<file path="config.mk">
export PLATFORM = sky130hd
export DESIGN_NAME = pgs_regs
export DESIGN_NICKNAME = d
export VERILOG_FILES = /design/src/common/pgs_pkg.sv /design/src/verilog/pgs_regs.sv /design/src/verilog/pgs_sticky.sv
export VERILOG_INCLUDE_DIRS = /design/src /design/src/common
export SDC_FILE = /design/constraint.sdc
export NUM_CORES = 1
export LEC_CHECK = 0
export ABC_CLOCK_PERIOD_IN_PS = 2610
export BUFFER_PORTS_ARGS = -buffer_cell sky130_fd_sc_hd__clkbuf_2
export CELL_PAD_IN_SITES_DETAIL_PLACEMENT = 0
export CELL_PAD_IN_SITES_GLOBAL_PLACEMENT = 1
export CORE_MARGIN = 2
export CORE_UTILIZATION = 41
export DETAILED_ROUTE_END_ITERATION = 16
export GPL_ROUTABILITY_DRIVEN = 0
export GPL_TIMING_DRIVEN = 0
export PLACE_DENSITY_LB_ADDON = 0.1
export SETUP_SLACK_MARGIN = 0.5
export SYNTH_ARGS = -nofsm -noshare
export SYNTH_HDL_FRONTEND = slang
export SYNTH_HIERARCHICAL = 1
export SYNTH_SLANG_ARGS = --single-unit
</file>
<file path="constraint.sdc">
create_clock -name clk -period 2.61 [get_ports clk]
set_input_delay 0.3915 -clock clk [delete_from_list [all_inputs] [get_ports clk]]
set_output_delay 0.3915 -clock clk [all_outputs]
set_load 0.02 [all_outputs]
</file>
<file path="src/common/pgs_defines.svh">
// register offsets, field positions and reset values for the gigabit status block
`ifndef PGS_DEFINES_SVH
`define PGS_DEFINES_SVH
`define PGS_IDX_GIG_STATUS 5'h0a
`define PGS_IDX_ACC_CTRL 5'h0d
`define PGS_IDX_ADDR_DATA 5'h0e
`define PGS_IDX_GIG_EXT1 5'h0f
`define PGS_IDX_FAST_EXT 5'h10
`define PGS_IDX_PAGE_SEL 5'h1f
`define PGS_FN_ADDR 2'h0
`define PGS_FN_DATA 2'h1
`define PGS_FN_DATA_INC_RW 2'h2
`define PGS_FN_DATA_INC_WR 2'h3
`define PGS_FN_HI 15
`define PGS_FN_LO 14
`define PGS_DEVAD_HI 4
`define PGS_DEVAD_LO 0
`define PGS_EXT1_VALUE 16'h3000
`define PGS_RST_ADDR_DATA 16'h0000
`define PGS_RST_CTRL 16'h0000
`define PGS_PAGE_MAX 2'h2
`endif

</file>
<file path="src/common/pgs_pkg.sv">
// types for the gigabit status and indirect access register block
package pgs_pkg;
   typedef struct packed {
      logic ms_fault;
      logic ms_master;
      logic local_rx_ok;
      logic remote_rx_ok;
      logic lp_1000_fd;
      logic lp_1000_hd;
      logic idle_err;
   } pgs_gig_evt_s;
   typedef struct packed {
      logic desc_locked;
      logic lock_err;
      logic link_disc;
      logic link_up;
      logic rx_err;
      logic tx_err;
      logic ssd_err;
      logic esd_err;
   } pgs_fast_evt_s;
   typedef struct packed {
      logic [15:0] addr;
      logic [4:0] devad;
      logic rd;
      logic wr;
      logic [15:0] wdata;
   } pgs_mmd_req_s;
endpackage

</file>
<file path="src/verilog/pgs_regs.sv">
// gigabit status, indirect device access and status extension registers
//
// Added by the designer: the Wishbone register port.
`timescale 1ns/1ps
`include "pgs_defines.svh"
module pgs_regs (
   input wire logic clk,
   input wire logic rst_n,
   input wire logic ce,
   input wire logic wb_cyc_i,
   input wire logic wb_stb_i,
   input wire logic wb_we_i,
   input wire logic [6:0] wb_adr_i,
   input wire logic [3:0] wb_sel_i,
   input wire logic [31:0] wb_dat_i,
   output logic [31:0] wb_dat_o,
   output logic wb_ack_o,
   input wire pgs_pkg::pgs_gig_evt_s gig_evt,
   input wire pgs_pkg::pgs_fast_evt_s fast_evt,
   input wire logic [15:0] mmd_rdata,
   output pgs_pkg::pgs_mmd_req_s mmd_req,
   output logic [1:0] page_sel
);
   import pgs_pkg::*;

   ////////////////////////////////////////////////////////////////////////
   typedef struct packed {
      logic ack;
      logic [31:0] rdat;
      logic ms_fault;
      logic [1:0] fn;
      logic [4:0] devad;
      logic [15:0] addr_data;
      logic [15:0] mmd_addr;
      logic [1:0] page;
      pgs_mmd_req_s req;
   } pgs_regs_s;
   pgs_regs_s st_ff, nxt_st;

   logic [5:0] fast_flags;
   logic [7:0] idle_cnt;
   logic clr_fast;
   logic clr_gig;

   function automatic logic [15:0] lane_merge(input logic [15:0] old, input logic [31:0] d,
                                              input logic [3:0] sel);
      lane_merge = {sel[1] ? d[15:8] : old[15:8], sel[0] ? d[7:0] : old[7:0]};
   endfunction

   function automatic logic is_data_fn(input logic [1:0] fn);
      is_data_fn = (fn != `PGS_FN_ADDR);
   endfunction

   ////////////////////////////////////////////////////////////////////////
   logic req_new;
   logic is_rd;
   logic is_wr;
   logic [4:0] idx;
   logic page0;
   assign req_new = wb_cyc_i && wb_stb_i && !st_ff.ack;
   assign is_rd = req_new && !wb_we_i;
   assign is_wr = req_new && wb_we_i;
   assign idx = wb_adr_i[6:2];
   assign page0 = (st_ff.page == 2'h0);
   // read clears happen only on the accepting cycle, never on a repeat
   assign clr_gig = is_rd && idx == `PGS_IDX_GIG_STATUS;
   assign clr_fast = is_rd && idx == `PGS_IDX_FAST_EXT && page0;

   pgs_sticky #(.CNT_W(8)) u_fast (
      .clk(clk),
      .rst_n(rst_n),
      .ce(ce),
      .evt({fast_evt.lock_err, fast_evt.link_disc, fast_evt.rx_err,
            fast_evt.tx_err, fast_evt.ssd_err, fast_evt.esd_err}),
      .cnt_inc(gig_evt.idle_err),
      .clr_flags(clr_fast),
      .clr_cnt(clr_gig),
      .flags(fast_flags),
      .count(idle_cnt)
   );

   ////////////////////////////////////////////////////////////////////////
   logic [15:0] rd_val;
   always_comb begin
      rd_val = 16'h0000;
      unique case (idx)
         `PGS_IDX_GIG_STATUS: begin
            rd_val = {st_ff.ms_fault, gig_evt.ms_master, gig_evt.local_rx_ok,
                      gig_evt.remote_rx_ok, gig_evt.lp_1000_fd, gig_evt.lp_1000_hd,
                      2'h0, idle_cnt};
         end
         `PGS_IDX_ACC_CTRL: begin
            rd_val = {st_ff.fn, 9'h000, st_ff.devad};
         end
         `PGS_IDX_ADDR_DATA: begin
            rd_val = is_data_fn(st_ff.fn) ? mmd_rdata : st_ff.mmd_addr;
         end
         `PGS_IDX_GIG_EXT1: begin
            rd_val = `PGS_EXT1_VALUE;
         end
         `PGS_IDX_FAST_EXT: begin
            if (page0) begin
               rd_val = {fast_evt.desc_locked, fast_flags[5:4], fast_evt.link_up,
                         fast_flags[3:0], 8'h00};
            end
         end
         `PGS_IDX_PAGE_SEL: begin
            rd_val = {14'h0000, st_ff.page};
         end
         default: rd_val = 16'h0000;
      endcase
   end

   ////////////////////////////////////////////////////////////////////////
   logic [15:0] ctrl_w;
   logic [15:0] ad_w;
   logic data_acc;
   assign ctrl_w = lane_merge({st_ff.fn, 9'h000, st_ff.devad}, wb_dat_i, wb_sel_i);
   assign ad_w = lane_merge(st_ff.addr_data, wb_dat_i, wb_sel_i);
   assign data_acc = req_new && idx == `PGS_IDX_ADDR_DATA && is_data_fn(st_ff.fn);

   always_comb begin
      nxt_st = st_ff;
      nxt_st.ack = req_new;
      nxt_st.req.rd = 1'b0;
      nxt_st.req.wr = 1'b0;
      if (req_new) begin
         nxt_st.rdat = wb_we_i ? 32'h0000_0000 : {16'h0000, rd_val};
      end
      // fault stays until a read, and a new fault on that read still lands
      if (clr_gig) begin
         nxt_st.ms_fault = 1'b0;
      end
      if (gig_evt.ms_fault) begin
         nxt_st.ms_fault = 1'b1;
      end
      if (is_wr && idx == `PGS_IDX_ACC_CTRL) begin
         nxt_st.fn = ctrl_w[`PGS_FN_HI:`PGS_FN_LO];
         nxt_st.devad = ctrl_w[`PGS_DEVAD_HI:`PGS_DEVAD_LO];
      end
      if (is_wr && idx == `PGS_IDX_PAGE_SEL && wb_sel_i[0] && wb_dat_i[1:0] <= `PGS_PAGE_MAX) begin
         nxt_st.page = wb_dat_i[1:0];
      end
      if (is_wr && idx == `PGS_IDX_ADDR_DATA) begin
         nxt_st.addr_data = ad_w;
         if (!is_data_fn(st_ff.fn)) begin
            nxt_st.mmd_addr = ad_w;
         end
      end
      if (data_acc) begin
         nxt_st.req.addr = st_ff.mmd_addr;
         nxt_st.req.devad = st_ff.devad;
         nxt_st.req.rd = !wb_we_i;
         nxt_st.req.wr = wb_we_i;
         nxt_st.req.wdata = ad_w;
         // write increment is honoured here though the manager may not count on it
         unique case (st_ff.fn)
            `PGS_FN_DATA_INC_RW: nxt_st.mmd_addr = st_ff.mmd_addr + 16'h0001;
            `PGS_FN_DATA_INC_WR: if (wb_we_i) nxt_st.mmd_addr = st_ff.mmd_addr + 16'h0001;
            default: nxt_st.mmd_addr = st_ff.mmd_addr;
         endcase
      end
      // outside a pulse the request word shows the held address, so a data read
      // sees the device answer for the current place before its taking edge
      if (!data_acc) begin
         nxt_st.req.addr = nxt_st.mmd_addr;
         nxt_st.req.devad = nxt_st.devad;
      end
   end

   always_ff @(posedge clk or negedge rst_n) begin
      if (!rst_n) begin
         st_ff <= '0;
         st_ff.addr_data <= `PGS_RST_ADDR_DATA;
         st_ff.fn <= `PGS_FN_ADDR;
      end else if (ce) begin
         st_ff <= nxt_st;
      end
   end

   assign wb_ack_o = st_ff.ack;
   assign wb_dat_o = st_ff.rdat;
   assign mmd_req = st_ff.req;
   assign page_sel = st_ff.page;

   ////////////////////////////////////////////////////////////////////////
   ack_one_cycle_a: assert property (@(posedge clk) disable iff (!rst_n)
      ce && req_new |=> wb_ack_o ##1 (!wb_ack_o || !ce)) else $error("ack not one cycle after request");
   fault_latch_a: assert property (@(posedge clk) disable iff (!rst_n)
      ce && gig_evt.ms_fault |=> st_ff.ms_fault) else $error("fault bit failed to latch");
   fault_hold_a: assert property (@(posedge clk) disable iff (!rst_n)
      ce && st_ff.ms_fault && !clr_gig |=> st_ff.ms_fault) else $error("fault bit dropped without read");
   ext1_fixed_a: assert property (@(posedge clk) disable iff (!rst_n)
      ce && is_rd && idx == `PGS_IDX_GIG_EXT1 |=> wb_dat_o == 32'h0000_3000) else $error("ext1 value wrong");
   fast_page_a: assert property (@(posedge clk) disable iff (!rst_n)
      ce && is_rd && idx == `PGS_IDX_FAST_EXT && !page0 |=> wb_dat_o == 32'h0) else $error("fast ext seen off page 0");
   gig_live_a: assert property (@(posedge clk) disable iff (!rst_n)
      ce && is_rd && idx == `PGS_IDX_GIG_STATUS |=> wb_dat_o[14:10] == $past({gig_evt.ms_master,
         gig_evt.local_rx_ok, gig_evt.remote_rx_ok, gig_evt.lp_1000_fd, gig_evt.lp_1000_hd}))
      else $error("gig status live bits wrong");
   rd_inc_a: assert property (@(posedge clk) disable iff (!rst_n)
      ce && data_acc && !wb_we_i && st_ff.fn == `PGS_FN_DATA_INC_RW |=>
         st_ff.mmd_addr == $past(st_ff.mmd_addr) + 16'h0001)
      else $error("read increment missing");
   no_inc_a: assert property (@(posedge clk) disable iff (!rst_n)
      ce && data_acc && st_ff.fn == `PGS_FN_DATA |=> $stable(st_ff.mmd_addr)) else $error("address moved on plain data");
   rd_clear_a: assert property (@(posedge clk) disable iff (!rst_n)
      ce && clr_fast && (fast_evt & 8'h6f) == 8'h00 ##1 ce |-> fast_flags == 6'h00)
      else $error("flags not cleared by read");
   cnt_sat_a: assert property (@(posedge clk) disable iff (!rst_n)
      ce && !clr_gig && idle_cnt == 8'hff |=> idle_cnt == 8'hff) else $error("idle counter wrapped");
   reserved_a: assert property (@(posedge clk) disable iff (!rst_n)
      wb_dat_o[31:16] == 16'h0000) else $error("upper read bits not zero");

   ////////////////////////////////////////////////////////////////////////
   // gigabit status word against the inputs, fault bit and idle count seen at the taking edge
   master_bit_a: assert property (@(posedge clk) disable iff (!rst_n)
      ce && is_rd && idx == `PGS_IDX_GIG_STATUS |=> wb_dat_o[14] == $past(gig_evt.ms_master))
      else $error("master bit wrong");
   local_rx_a: assert property (@(posedge clk) disable iff (!rst_n)
      ce && is_rd && idx == `PGS_IDX_GIG_STATUS |=> wb_dat_o[13] == $past(gig_evt.local_rx_ok))
      else $error("local receiver bit wrong");
   remote_rx_a: assert property (@(posedge clk) disable iff (!rst_n)
      ce && is_rd && idx == `PGS_IDX_GIG_STATUS |=> wb_dat_o[12] == $past(gig_evt.remote_rx_ok))
      else $error("remote receiver bit wrong");
   lp_ability_a: assert property (@(posedge clk) disable iff (!rst_n)
      ce && is_rd && idx == `PGS_IDX_GIG_STATUS |=>
         wb_dat_o[11:10] == $past({gig_evt.lp_1000_fd, gig_evt.lp_1000_hd}))
      else $error("partner ability bits wrong");
   fault_rd_a: assert property (@(posedge clk) disable iff (!rst_n)
      ce && is_rd && idx == `PGS_IDX_GIG_STATUS |=> wb_dat_o[15] == $past(st_ff.ms_fault))
      else $error("fault bit read wrong");
   idle_rd_a: assert property (@(posedge clk) disable iff (!rst_n)
      ce && is_rd && idx == `PGS_IDX_GIG_STATUS |=> wb_dat_o[7:0] == $past(idle_cnt))
      else $error("idle count read wrong");
   gig_rsvd_a: assert property (@(posedge clk) disable iff (!rst_n)
      ce && is_rd && idx == `PGS_IDX_GIG_STATUS |=> wb_dat_o[9:8] == 2'h0)
      else $error("gig status reserved bits set");

   ////////////////////////////////////////////////////////////////////////
   // read-clear and counting of the fault bit and idle counter
   fault_clr_a: assert property (@(posedge clk) disable iff (!rst_n)
      ce && clr_gig && !gig_evt.ms_fault |=> !st_ff.ms_fault)
      else $error("fault bit kept after read");
   cnt_clr_a: assert property (@(posedge clk) disable iff (!rst_n)
      ce && clr_gig && !gig_evt.idle_err |=> idle_cnt == 8'h00)
      else $error("idle count kept after read");
   cnt_inc_a: assert property (@(posedge clk) disable iff (!rst_n)
      ce && !clr_gig && gig_evt.idle_err && idle_cnt != 8'hff |=> idle_cnt == $past(idle_cnt) + 8'h01)
      else $error("idle count missed an error");
   cnt_hold_a: assert property (@(posedge clk) disable iff (!rst_n)
      ce && !clr_gig && !gig_evt.idle_err |=> $stable(idle_cnt))
      else $error("idle count moved without error");

   ////////////////////////////////////////////////////////////////////////
   // access control and the address/data window
   ctrl_rsvd_a: assert property (@(posedge clk) disable iff (!rst_n)
      ce && is_rd && idx == `PGS_IDX_ACC_CTRL |=> wb_dat_o[13:5] == 9'h000)
      else $error("control reserved bits set");
   fn_write_a: assert property (@(posedge clk) disable iff (!rst_n)
      ce && is_wr && idx == `PGS_IDX_ACC_CTRL && wb_sel_i[1] |=> st_ff.fn == $past(wb_dat_i[15:14]))
      else $error("function field not written");
   devad_write_a: assert property (@(posedge clk) disable iff (!rst_n)
      ce && is_wr && idx == `PGS_IDX_ACC_CTRL && wb_sel_i[0] |=> st_ff.devad == $past(wb_dat_i[4:0]))
      else $error("device field not written");
   addr_write_a: assert property (@(posedge clk) disable iff (!rst_n)
      ce && is_wr && idx == `PGS_IDX_ADDR_DATA && st_ff.fn == `PGS_FN_ADDR && wb_sel_i[1:0] == 2'h3 |=>
         st_ff.mmd_addr == $past(wb_dat_i[15:0]))
      else $error("device address not written");
   addr_rd_a: assert property (@(posedge clk) disable iff (!rst_n)
      ce && is_rd && idx == `PGS_IDX_ADDR_DATA && st_ff.fn == `PGS_FN_ADDR |=>
         wb_dat_o[15:0] == $past(st_ff.mmd_addr))
      else $error("address mode read wrong");
   data_rd_a: assert property (@(posedge clk) disable iff (!rst_n)
      ce && is_rd && idx == `PGS_IDX_ADDR_DATA && st_ff.fn != `PGS_FN_ADDR |=>
         wb_dat_o[15:0] == $past(mmd_rdata))
      else $error("data mode read wrong");
   wr_inc_a: assert property (@(posedge clk) disable iff (!rst_n)
      ce && data_acc && wb_we_i && st_ff.fn == `PGS_FN_DATA_INC_WR |=>
         st_ff.mmd_addr == $past(st_ff.mmd_addr) + 16'h0001)
      else $error("write increment missing");
   rd_noinc_a: assert property (@(posedge clk) disable iff (!rst_n)
      ce && data_acc && !wb_we_i && st_ff.fn == `PGS_FN_DATA_INC_WR |=> $stable(st_ff.mmd_addr))
      else $error("address moved on write-only increment read");
   req_pulse_a: assert property (@(posedge clk) disable iff (!rst_n)
      ce && data_acc |=> (mmd_req.rd || mmd_req.wr) && mmd_req.addr == $past(st_ff.mmd_addr))
      else $error("device request missing");
   req_quiet_a: assert property (@(posedge clk) disable iff (!rst_n)
      ce && !data_acc |=> !mmd_req.rd && !mmd_req.wr)
      else $error("device request without data access");

   ////////////////////////////////////////////////////////////////////////
   // fast status extension: live bits, flags and page visibility
   desc_lock_a: assert property (@(posedge clk) disable iff (!rst_n)
      ce && is_rd && idx == `PGS_IDX_FAST_EXT && page0 |=> wb_dat_o[15] == $past(fast_evt.desc_locked))
      else $error("lock bit wrong");
   link_live_a: assert property (@(posedge clk) disable iff (!rst_n)
      ce && is_rd && idx == `PGS_IDX_FAST_EXT && page0 |=> wb_dat_o[12] == $past(fast_evt.link_up))
      else $error("link bit wrong");
   fast_rsvd_a: assert property (@(posedge clk) disable iff (!rst_n)
      ce && is_rd && idx == `PGS_IDX_FAST_EXT |=> wb_dat_o[7:0] == 8'h00)
      else $error("fast reserved bits set");
   lock_flag_a: assert property (@(posedge clk) disable iff (!rst_n)
      ce && fast_evt.lock_err |=> fast_flags[5]) else $error("lock error flag missed");
   disc_flag_a: assert property (@(posedge clk) disable iff (!rst_n)
      ce && fast_evt.link_disc |=> fast_flags[4]) else $error("disconnect flag missed");
   rx_flag_a: assert property (@(posedge clk) disable iff (!rst_n)
      ce && fast_evt.rx_err |=> fast_flags[3]) else $error("receive error flag missed");
   tx_flag_a: assert property (@(posedge clk) disable iff (!rst_n)
      ce && fast_evt.tx_err |=> fast_flags[2]) else $error("transmit error flag missed");
   ssd_flag_a: assert property (@(posedge clk) disable iff (!rst_n)
      ce && fast_evt.ssd_err |=> fast_flags[1]) else $error("start delimiter flag missed");
   esd_flag_a: assert property (@(posedge clk) disable iff (!rst_n)
      ce && fast_evt.esd_err |=> fast_flags[0]) else $error("end delimiter flag missed");
   page_keep_a: assert property (@(posedge clk) disable iff (!rst_n)
      ce && is_wr && idx == `PGS_IDX_PAGE_SEL && wb_dat_i[1:0] > `PGS_PAGE_MAX |=> $stable(page_sel))
      else $error("illegal page accepted");
   ext1_page_a: assert property (@(posedge clk) disable iff (!rst_n)
      ce && is_rd && idx == `PGS_IDX_GIG_EXT1 && !page0 |=> wb_dat_o[15:0] == 16'h3000)
      else $error("ext1 hidden off page 0");

   ////////////////////////////////////////////////////////////////////////
   // bus side: clock enable freezes, writes answer zero
   ce_freeze_a: assert property (@(posedge clk) disable iff (!rst_n)
      !ce |=> $stable(st_ff)) else $error("state moved while disabled");
   wr_zero_a: assert property (@(posedge clk) disable iff (!rst_n)
      ce && is_wr |=> wb_dat_o == 32'h0000_0000) else $error("write returned data");
endmodule

</file>
<file path="src/verilog/pgs_sticky.sv">
// sticky flag and saturating counter cluster, cleared on read
`timescale 1ns/1ps
module pgs_sticky #(
   parameter int CNT_W = 8
) (
   input wire logic clk,
   input wire logic rst_n,
   input wire logic ce,
   input wire logic [5:0] evt,
   input wire logic cnt_inc,
   input wire logic clr_flags,
   input wire logic clr_cnt,
   output logic [5:0] flags,
   output logic [CNT_W-1:0] count
);
   import pgs_pkg::*;
   typedef struct packed {
      logic [5:0] flags;
      logic [CNT_W-1:0] count;
   } pgs_stk_s;
   pgs_stk_s st_ff, nxt_st;

   always_comb begin
      nxt_st = st_ff;
      // event in the same cycle as the read-clear survives
      nxt_st.flags = (clr_flags ? 6'h00 : st_ff.flags) | evt;
      if (clr_cnt) begin
         nxt_st.count = cnt_inc ? CNT_W'(1) : '0;
      end else if (cnt_inc && st_ff.count != {CNT_W{1'b1}}) begin
         // saturate rather than wrap, so a burst never reads as few errors
         nxt_st.count = st_ff.count + CNT_W'(1);
      end
   end

   always_ff @(posedge clk or negedge rst_n) begin
      if (!rst_n) begin
         st_ff <= '0;
      end else if (ce) begin
         st_ff <= nxt_st;
      end
   end

   assign flags = st_ff.flags;
   assign count = st_ff.count;
endmodule
</file>
==> out/qor.yml, run 1 <==
post_drt_via_cell_ratio: 5.37
dp_hpwl_mm: 14.3
vias: 5579
multi_input_area_um2: 3010
synth_edf_count: 0
cp_max_fo: 10
fillers: 1484
dp_cells: 1020
synth_flop_cell: "dfrtp_1"
min_period_ps: 2090
fin_skew_ps: 9.57
cts_hold_buf: 0
arrival_ps: 2390
hold_class: "primary input to asynchronous set/reset pin"
synthTopCellsByArea: "dfrtp_1 (43%), buf_4 (8.7%), mux2i_1 (4.3%), o21ai_0 (4.2%), nand2_1 (4.0%)"
grt_usage: 0.234
pin_count: 154
cts_buffer_depth: 2
status: "finished clean"
cts_root_buffer: "clkbuf_16"
die_h_um: 129
rows: 45
synth_warnings: 6
cp.required_ps: 2910
first_pass_iters: 6
synth_top_family_by_area: "compound AO/OA/AOI/OAI gates"
portBuffers: 115
wirelength_mm: 19.3
coreArea_um2: 15300
h-tree-depth: 3
cts_sinks: 112
nNetsFinal: 905
start_kind: "register"
vdd_drop_max_v: 0.000363
syn_to_final_growth_pct: 20.1
fin_crit_sh: 0.802
drtIter0Drc: 596
numCtsBuffers: 9
final_cells: 1038
worst_setup_path_end_kind: "register"
floorplan.initialDensity: 0.422
synth_seq_area_share: 0.435
design_area_um2: 7740
fmax_ghz: 0.478
detail_route.wl_per_cell_um: 18.6
ff_latch_area_um2: 2800
maxSlewHeadroom: 0.375
synth.distinct_cells: 72
cts_tree: "yes"
fin_ws_ps: 516
grt_max_degree: 113
yosys.area.top_type: "dfrtp_1"
insertion_delay_ps: 360
grt_pass1_vias: 5145
postRouteAntennaNets: 0
grt-ovfl-total: 0
synth_mux_area_frac: 0.0784
drive_gt1_frac: 0.329
place_ws_ps: -93.8
synth-compound-area-share: 0.198
clk_pin_slew_worst_paths_ps: 80
fp.dieW_um: 129
power_mw: 4.05
netlist_area_um2: 6440
synth_xor_area_frac: 0.00408
final_max_slew_viol_count: 0
async_reset_ff_frac: 1.00
antenna_found_initial: 2
path_class: "register to register"
rsz0062_at_grt: "true"
fin_setup_tns_ps: 0
drc: 0
netlist.area_leader.share: 0.435
syn_inst: 679
tightest_slew_ps: 938
dieArea_um2: 16700
grt_pass1_wl_mm: 29.7
ys_ff_latch: 112
post_dp_cell_area_um2: 7350
n_antenna_cell: 0
setup_viol: 0
maxCapViolCount: 0
leakage_nw: 3.70
synthSimpleGateAreaFrac: 0.161
avgSynthCellArea_um2: 9.49
power_density_nw_per_um2: 523
synth_fa_ha_area_frac: 0.00388
finalHoldViolations: 0
==> report_power, final <==
part | switching, mW | internal [mW] | total, mW
Sequential | 0.147 | 1.84 | 1.98
Combinational | 0.435 | 0.293 | 0.727
Clock | 0.664 | 0.674 | 1.34
Total | 1.25 | 2.80 | 4.05
==> synthesized netlist by cell type, drive strengths merged, types with 2 or more instances <==
master	number
dfrtp	112
buf	89
nand2	69
o21ai	60
nor2	55
a21oi	44
mux2i	28
a22o	25
clkbuf	20
mux2	20
nand3	14
nor3	14
inv	13
nand4	10
o211ai	8
a221o	6
nand2b	6
a31oi	5
and2	5
nor2b	5
o221ai	5
nor3b	4
o22ai	4
a211o	3
nand3b	3
nor4	3
o21a	3
o22a	3
o32a	3
xnor2	3
a21o	2
a221oi	2
a222oi	2
a22oi	2
a311o	2
a32oi	2
ha	2
o2bb2ai	2
o311ai	2
o31ai	2
or2	2
or3	2
or4	2
==> cell type report <==
class,count,share of cell area
clock buffer,11,0.0314
sequential,112,0.362
inverter,13,0.00630
multi-input combinational,460,0.389
tap,211,0.0341
clock inverter,4,0.00388
buffer,109,0.0944
timing repair buffer,118,0.0784
==> cell families after synthesis <==
kind of cell	Yosys count
AO/OA/AOI/OAI	192
XOR/XNOR	3
adder cells (fa/ha/maj)	2
buffers and inverters	122
flip-flops	112
multiplexers	48
other	1
AND/OR/NAND/NOR	199
==> layer usage <==
| layer | part of all wire | GRT usage |
|---|---|---|
| met2 | 0.46 | 0.354 |
| met1 | 0.46 | 0.346 |
| met4 | 0.014 | 0.0652 |
| met5 | 0.0020 | 0 |
| met3 | 0.066 | 0.0417 |
==> worst max-delay path: stages (launching register included) <==
cell	delay (ps)
dfrtp_1	380
buf_2	190
nor2_2	420
and2_1	260
nand2_1	170
o21ai_0	390
mux2_2	230
==> metrics by stage <==
step           hold WS [ps]   util
4_1_cts                 205  0.502
5_1_grt                 236  0.507
2_1_floorplan          95.9      -
6_report                150  0.507
3_5_place_dp            469  0.482
3_3_place_gp            461  0.481
==> layout by cell type (no fill, tap or decap), types with 6 or more instances in the layout <==
master,Yosys,routed
a21oi_1,44,44
a221o_1,6,6
a22o_1,25,25
buf_2,13,11
buf_4,75,76
clkbuf_1,20,18
clkbuf_16,0,9
clkbuf_2,0,117
conb_1,1,16
dfrtp_1,112,112
inv_1,13,13
mux2_2,18,18
mux2i_1,28,28
nand2_1,69,69
nand2b_1,6,6
nand3_1,13,12
nand4_1,9,9
nor2_1,55,52
nor3_2,3,6
o211ai_1,8,8
o21ai_0,54,52
==> final timing paths <==
check / slack, ps / from / depth (start not counted) / endpoint
min in group clk: 250 / fast_evt[0] / 2 / u_fast/flags[0]
max in group asynchronous: 1800 / rst_n / 1 / u_fast/count[5]
worst max register to register: 520 / st_ff[79] / 6 / mmd_req[38]
worst min-delay path: 150 / rst_n / 1 / mmd_req[22]
worst max-delay path: 520 / st_ff[79] / 6 / mmd_req[38]
worst min register to register: 480 / st_ff[64] / 2 / st_ff[64]
==> timing repair <==
action                                  4_1_cts  5_1_grt
endpoints found under the hold margin         0        0
endpoints found under the setup margin       34       45
resized for setup                             6       21
pin swaps                                     1        1
buffers inserted                              1        2
(Power assumes the default switching activity.)
==> run 2, diff against run 1 <==
- ABC_CLOCK_PERIOD_IN_PS: 2610 -> 1800
- CORE_UTILIZATION: 41 -> 37
- clock period: 2.61 -> 1.8 ns (I/O delays scaled with it)
==> out/qor.yml, run 2 (synthesized netlist as in run 1, its figures left out) <==
power_density_nw_per_um2: 609
grt_pass1_wl_mm: 34.0
vias: 6305
rsz0062_at_grt: "true"
tightest_slew_ps: 849
post_drt_via_cell_ratio: 5.33
grtUsageMet2: 0.418
met3_usage: 0.0365
finalHoldViolations: 0
cts_root_buffer: "clkbuf_16"
nNetsFinal: 1034
fillers: 1437
drtIter0Drc: 429
grt-ovfl-total: 0
detail_route.wl_per_cell_um: 19.8
n_antenna_cell: 0
die_h_um: 136
cts_buffer_depth: 2
path_class: "register to register"
dp_hpwl_mm: 14.8
place_ws_ps: -374
fin_ws_ps: -119
first_pass_iters: 5
status: "complete, but fails checks"
final_cell_mix: "buf_4 (113), dfrtp_1 (99), buf_6 (98)"
grt_pass1_vias: 6151
drive_gt1_frac: 0.580
cts_sinks: 112
final_cells: 1182
drc: 0
fin_crit_sh: 1.07
min_period_ps: 1920
floorplan.initialDensity: 0.375
grt_max_degree: 108
portBuffers: 115
top_usage_layer: "met2"
grt.met1_usage: 0.315
setup_viol: 23
fp.dieW_um: 136
syn_to_final_growth_pct: 68.2
hold_class: "primary input to register"
pin_count: 154
dp_cells: 1035
post_dp_cell_area_um2: 7700
leakage_nw: 5.00
maxCapViolCount: 0
cp.required_ps: 2060
worst_hold_slack_ps: 129
postRouteAntennaNets: 0
violations: "negative setup slack"
fmax_ghz: 0.521
arrival_ps: 2180
worst_setup_path_end_kind: "register"
coreArea_um2: 17200
grt_usage: 0.242
clk_pin_slew_worst_paths_ps: 80
antenna_found_initial: 0
cts_tree: "yes"
fin_util: 0.631
h-tree-depth: 3
maxSlewHeadroom: 0.434
start_kind: "register"
wirelength_mm: 23.4
final_common_cell: "buf_4"
dieArea_um2: 18500
cp_max_fo: 7
fin_skew_ps: 11.7
final_max_slew_viol_count: 0
design_area_um2: 10800
vdd_drop_max_v: 0.000500
insertion_delay_ps: 380
rows: 48
numCtsBuffers: 9
==> run 2: changes by cell type in the layout (fill, tap and decap cells not counted), moves of 18 or more <==
cell,previous run,this run
nor2_1,52,32
mux2_4,0,20
buf_4,76,113
nand2_1,69,38
o21ai_0,52,10
buf_6,3,98
a21oi_1,44,24
clkbuf_2,117,59
o21ai_1,5,26
buf_8,0,56
mux2_2,18,0
==> run 2: stage by stage <==
stage	total power [mW]	setup TNS, ps
6_report	6.60	-1390
5_1_grt	6.87	-4710
4_1_cts	6.38	-3080
3_5_place_dp	4.01	-15590
3_3_place_gp	3.98	-154580
2_1_floorplan	3.59	0
==> run 2: per-layer routing <==
layer	vias to the layer above	wire [um]
li1	2924	-
met1	3150	9770
met2	194	12100
met3	37	1010
met4	0	496
met5	-	0
==> run 2: power by group <==
group | internal (mW) | leakage [nW] | switching, mW
Clock | 1.00 | 0.148 | 1.14
Combinational | 0.771 | 3.41 | 0.787
Sequential | 2.67 | 1.45 | 0.233
Total | 4.44 | 5.00 | 2.16
==> run 2: path summary, 6_finish.rpt <==
check,startpoint,end,slack (ps),cells after the start
worst max-delay path,st_ff[78],wb_dat_o[12],-120,8
worst min-delay path,fast_evt[5],u_fast/flags[4],130,2
worst max register to register,st_ff[78],wb_dat_o[12],-120,8
worst min register to register,st_ff[64],st_ff[64],500,2
max in group asynchronous,rst_n,asynchronous set/reset pin,760,3
min in group asynchronous,rst_n,u_fast/flags[0],270,2
==> run 2: worst max-delay path, cell delays in order (launching register included) <==
cell and delay [ps]:
dfrtp_1 380, buf_6 120, buf_6 110, or2_1 210, buf_6 150, mux2_4 310, a221oi_2 230, o21ai_1 100
a22o_1 190
==> run 2: area by class of cell <==
type                    instances  area [um^2]  share of cell area
inverters                      13         48.8             0.00450
flip-flops and latches        112         2820               0.260
multi-input cells             461         3860               0.356
plain buffers                 109         1110               0.102
repair buffers                246         2420               0.223
well taps                     225          282              0.0260
clock inverters                 7         82.6             0.00762
clock buffers                   9          225              0.0208
==> run 2: repair_timing <==
item	4_1_cts	5_1_grt
cloned	9	3
buffers inserted	74	44
setup endpoints to repair	167	169
resized for setup	274	219
hold buffers	1	0
pin swaps	51	64
endpoints found under the hold margin	5	0
==> run 3, diff against run 2 <==
- CORE_UTILIZATION: 37 -> 38
- CTS_BUF_LIST: default -> sky130_fd_sc_hd__clkbuf_8
==> out/qor.yml, run 3 (synthesized netlist as in run 1, its figures left out) <==
status: "complete, but fails checks"
violations: "negative setup slack"
r2r-end: "wb_dat_o[13]"
rows: 47
timing.critical_path.mode_cell: "buf_6"
rr_worst_depth: 8
hold_class: "primary input to register"
grt.met1_usage: 0.318
final_common_cell: "buf_6"
grt_max_degree: 113
finalHoldViolations: 0
fillers: 1378
cts_tree: "yes"
grtUsageMet2: 0.396
start_kind: "register"
cp_max_fo: 7
met3_usage: 0.0291
cpPeakStageDelay_ps: 390
leakage_nw: 4.91
dieArea_um2: 18000
vias: 6270
rsz0062_at_grt: "true"
fin_crit_sh: 1.08
clk_pin_slew_worst_paths_ps: 110
fin_skew_ps: 15.0
syn_to_final_growth_pct: 67.0
ff_latch_area_um2: 2810
fin_ws_ps: -146
arrival_ps: 2250
slowest_stage: "dfrtp_1"
n_antenna_cell: 0
cts_root_buffer: "clkbuf_8"
multi_input_area_um2: 3950
min_to: "u_fast/flags[3]"
postRouteAntennaNets: 0
grt_usage: 0.236
floorplan.initialDensity: 0.389
fp.dieW_um: 134
drive_gt1_frac: 0.589
setup_viol: 51
cts_sinks: 112
vdd_drop_max_v: 0.000330
first_pass_iters: 4
hold_depth: 2
grt-ovfl-total: 0
die_h_um: 134
drc: 0
min_period_ps: 1950
power_density_nw_per_um2: 551
portBuffers: 115
coreArea_um2: 16600
final_cells: 1169
tightest_slew_ps: 827
power_mw: 5.93
regToRegSetupSlack_ps: -150
maxSlewHeadroom: 0.449
h-tree-depth: 3
worst_hold_slack_ps: 91.3
grt_pass1_wl_mm: 33.1
post_dp_cell_area_um2: 7690
nNetsFinal: 1026
top_usage_layer: "met2"
grt_pass1_vias: 5889
worst_setup_path_end_kind: "register"
maxCapViolCount: 0
min_from: "fast_evt[3]"
crit_path_cell_trace: "buf_6 -> buf_4 -> or2_1 -> buf_6 -> mux2_4 -> a221oi_2 -> o21ai_1 -> a22o_1"
detail_route.wl_per_cell_um: 19.5
design_area_um2: 10800
cp.required_ps: 2100
cts_buffer_depth: 2
final_cell_mix: "buf_6 (111), dfrtp_1 (103), buf_4 (93)"
final_max_slew_viol_count: 0
insertion_delay_ps: 410
dp_hpwl_mm: 14.5
pin_count: 154
dp_cells: 1030
wirelength_mm: 22.8
post_drt_via_cell_ratio: 5.36
path_class: "register to register"
drtIter0Drc: 393
fmax_ghz: 0.514
antenna_found_initial: 0
numCtsBuffers: 9
rr_startpoint: "st_ff[78]"
## run 3: stage by stage
| stage | worst slack, ps | utilization | setup TNS (ps) |
|---|---|---|---|
| 4_1_cts | -186 | 0.544 | -4630 |
| 5_1_grt | -215 | 0.649 | -6540 |
| 6_report | -146 | 0.649 | -2600 |
| 2_1_floorplan | 50.0 | - | 0 |
| 3_3_place_gp | -1470 | 0.462 | -153260 |
| 3_5_place_dp | -350 | 0.464 | -16690 |
## run 3: metal layers
metal / part of all wire / routed length, um
met4: 0.018 / 407
met3: 0.046 / 1060
met2: 0.51 / 11600
met1: 0.43 / 9740
met5: 0 / 0
## run 3: worst max-delay path, delay by kind of cell (launching register included)
| kind | cells | cell delay [ps] |
|---|---|---|
| multiplexers | 1 | 300 |
| buffers and inverters | 3 | 430 |
| AND/OR/NAND/NOR | 1 | 220 |
| AO/OA/AOI/OAI | 3 | 500 |
| flip-flops | 1 | 390 |
## run 3: layout make-up
| type | instances | area share |
|---|---|---|
| clock buffers | 10 | 0.0128 |
| well taps | 220 | 0.0256 |
| plain buffers | 109 | 0.105 |
| clock inverters | 6 | 0.00395 |
| inverters | 13 | 0.00453 |
| flip-flops and latches | 112 | 0.261 |
| repair buffers | 238 | 0.220 |
| multi-input cells | 461 | 0.367 |
## run 3: how the worst max path moves through the flow
| stage | startpoint | to | cells after the start | slack (ps) |
|---|---|---|---|---|
| detailed placement | ce | st_ff[68] | 7 | -350 |
| global route | wb_ack_o | register | 6 | -210 |
| CTS | st_ff[78] | mmd_req[23] | 7 | -190 |
| global placement | rst_n | wb_ack_o | 1 | -1470 |
| finish | st_ff[78] | wb_dat_o[13] | 8 | -150 |
| floorplan | st_ff[78] | mmd_req[30] | 6 | 50 |
## run 3: repair_timing
| action | in CTS | in global routing |
|---|---|---|
| hold buffers | 1 | 0 |
| endpoints found under the hold margin | 112 | 0 |
| pin swaps | 19 | 58 |
| gates resized for setup | 187 | 333 |
| gates cloned | 4 | 8 |
| buffers inserted | 47 | 63 |
| setup endpoints to repair | 167 | 169 |
## run 3: power breakdown
| part | internal, mW | leakage (nW) | switching, mW |
|---|---|---|---|
| Clock | 0.551 | 0.0949 | 0.963 |
| Combinational | 0.743 | 3.36 | 0.775 |
| Sequential | 2.67 | 1.45 | 0.232 |
| Total | 3.96 | 4.91 | 1.97 |
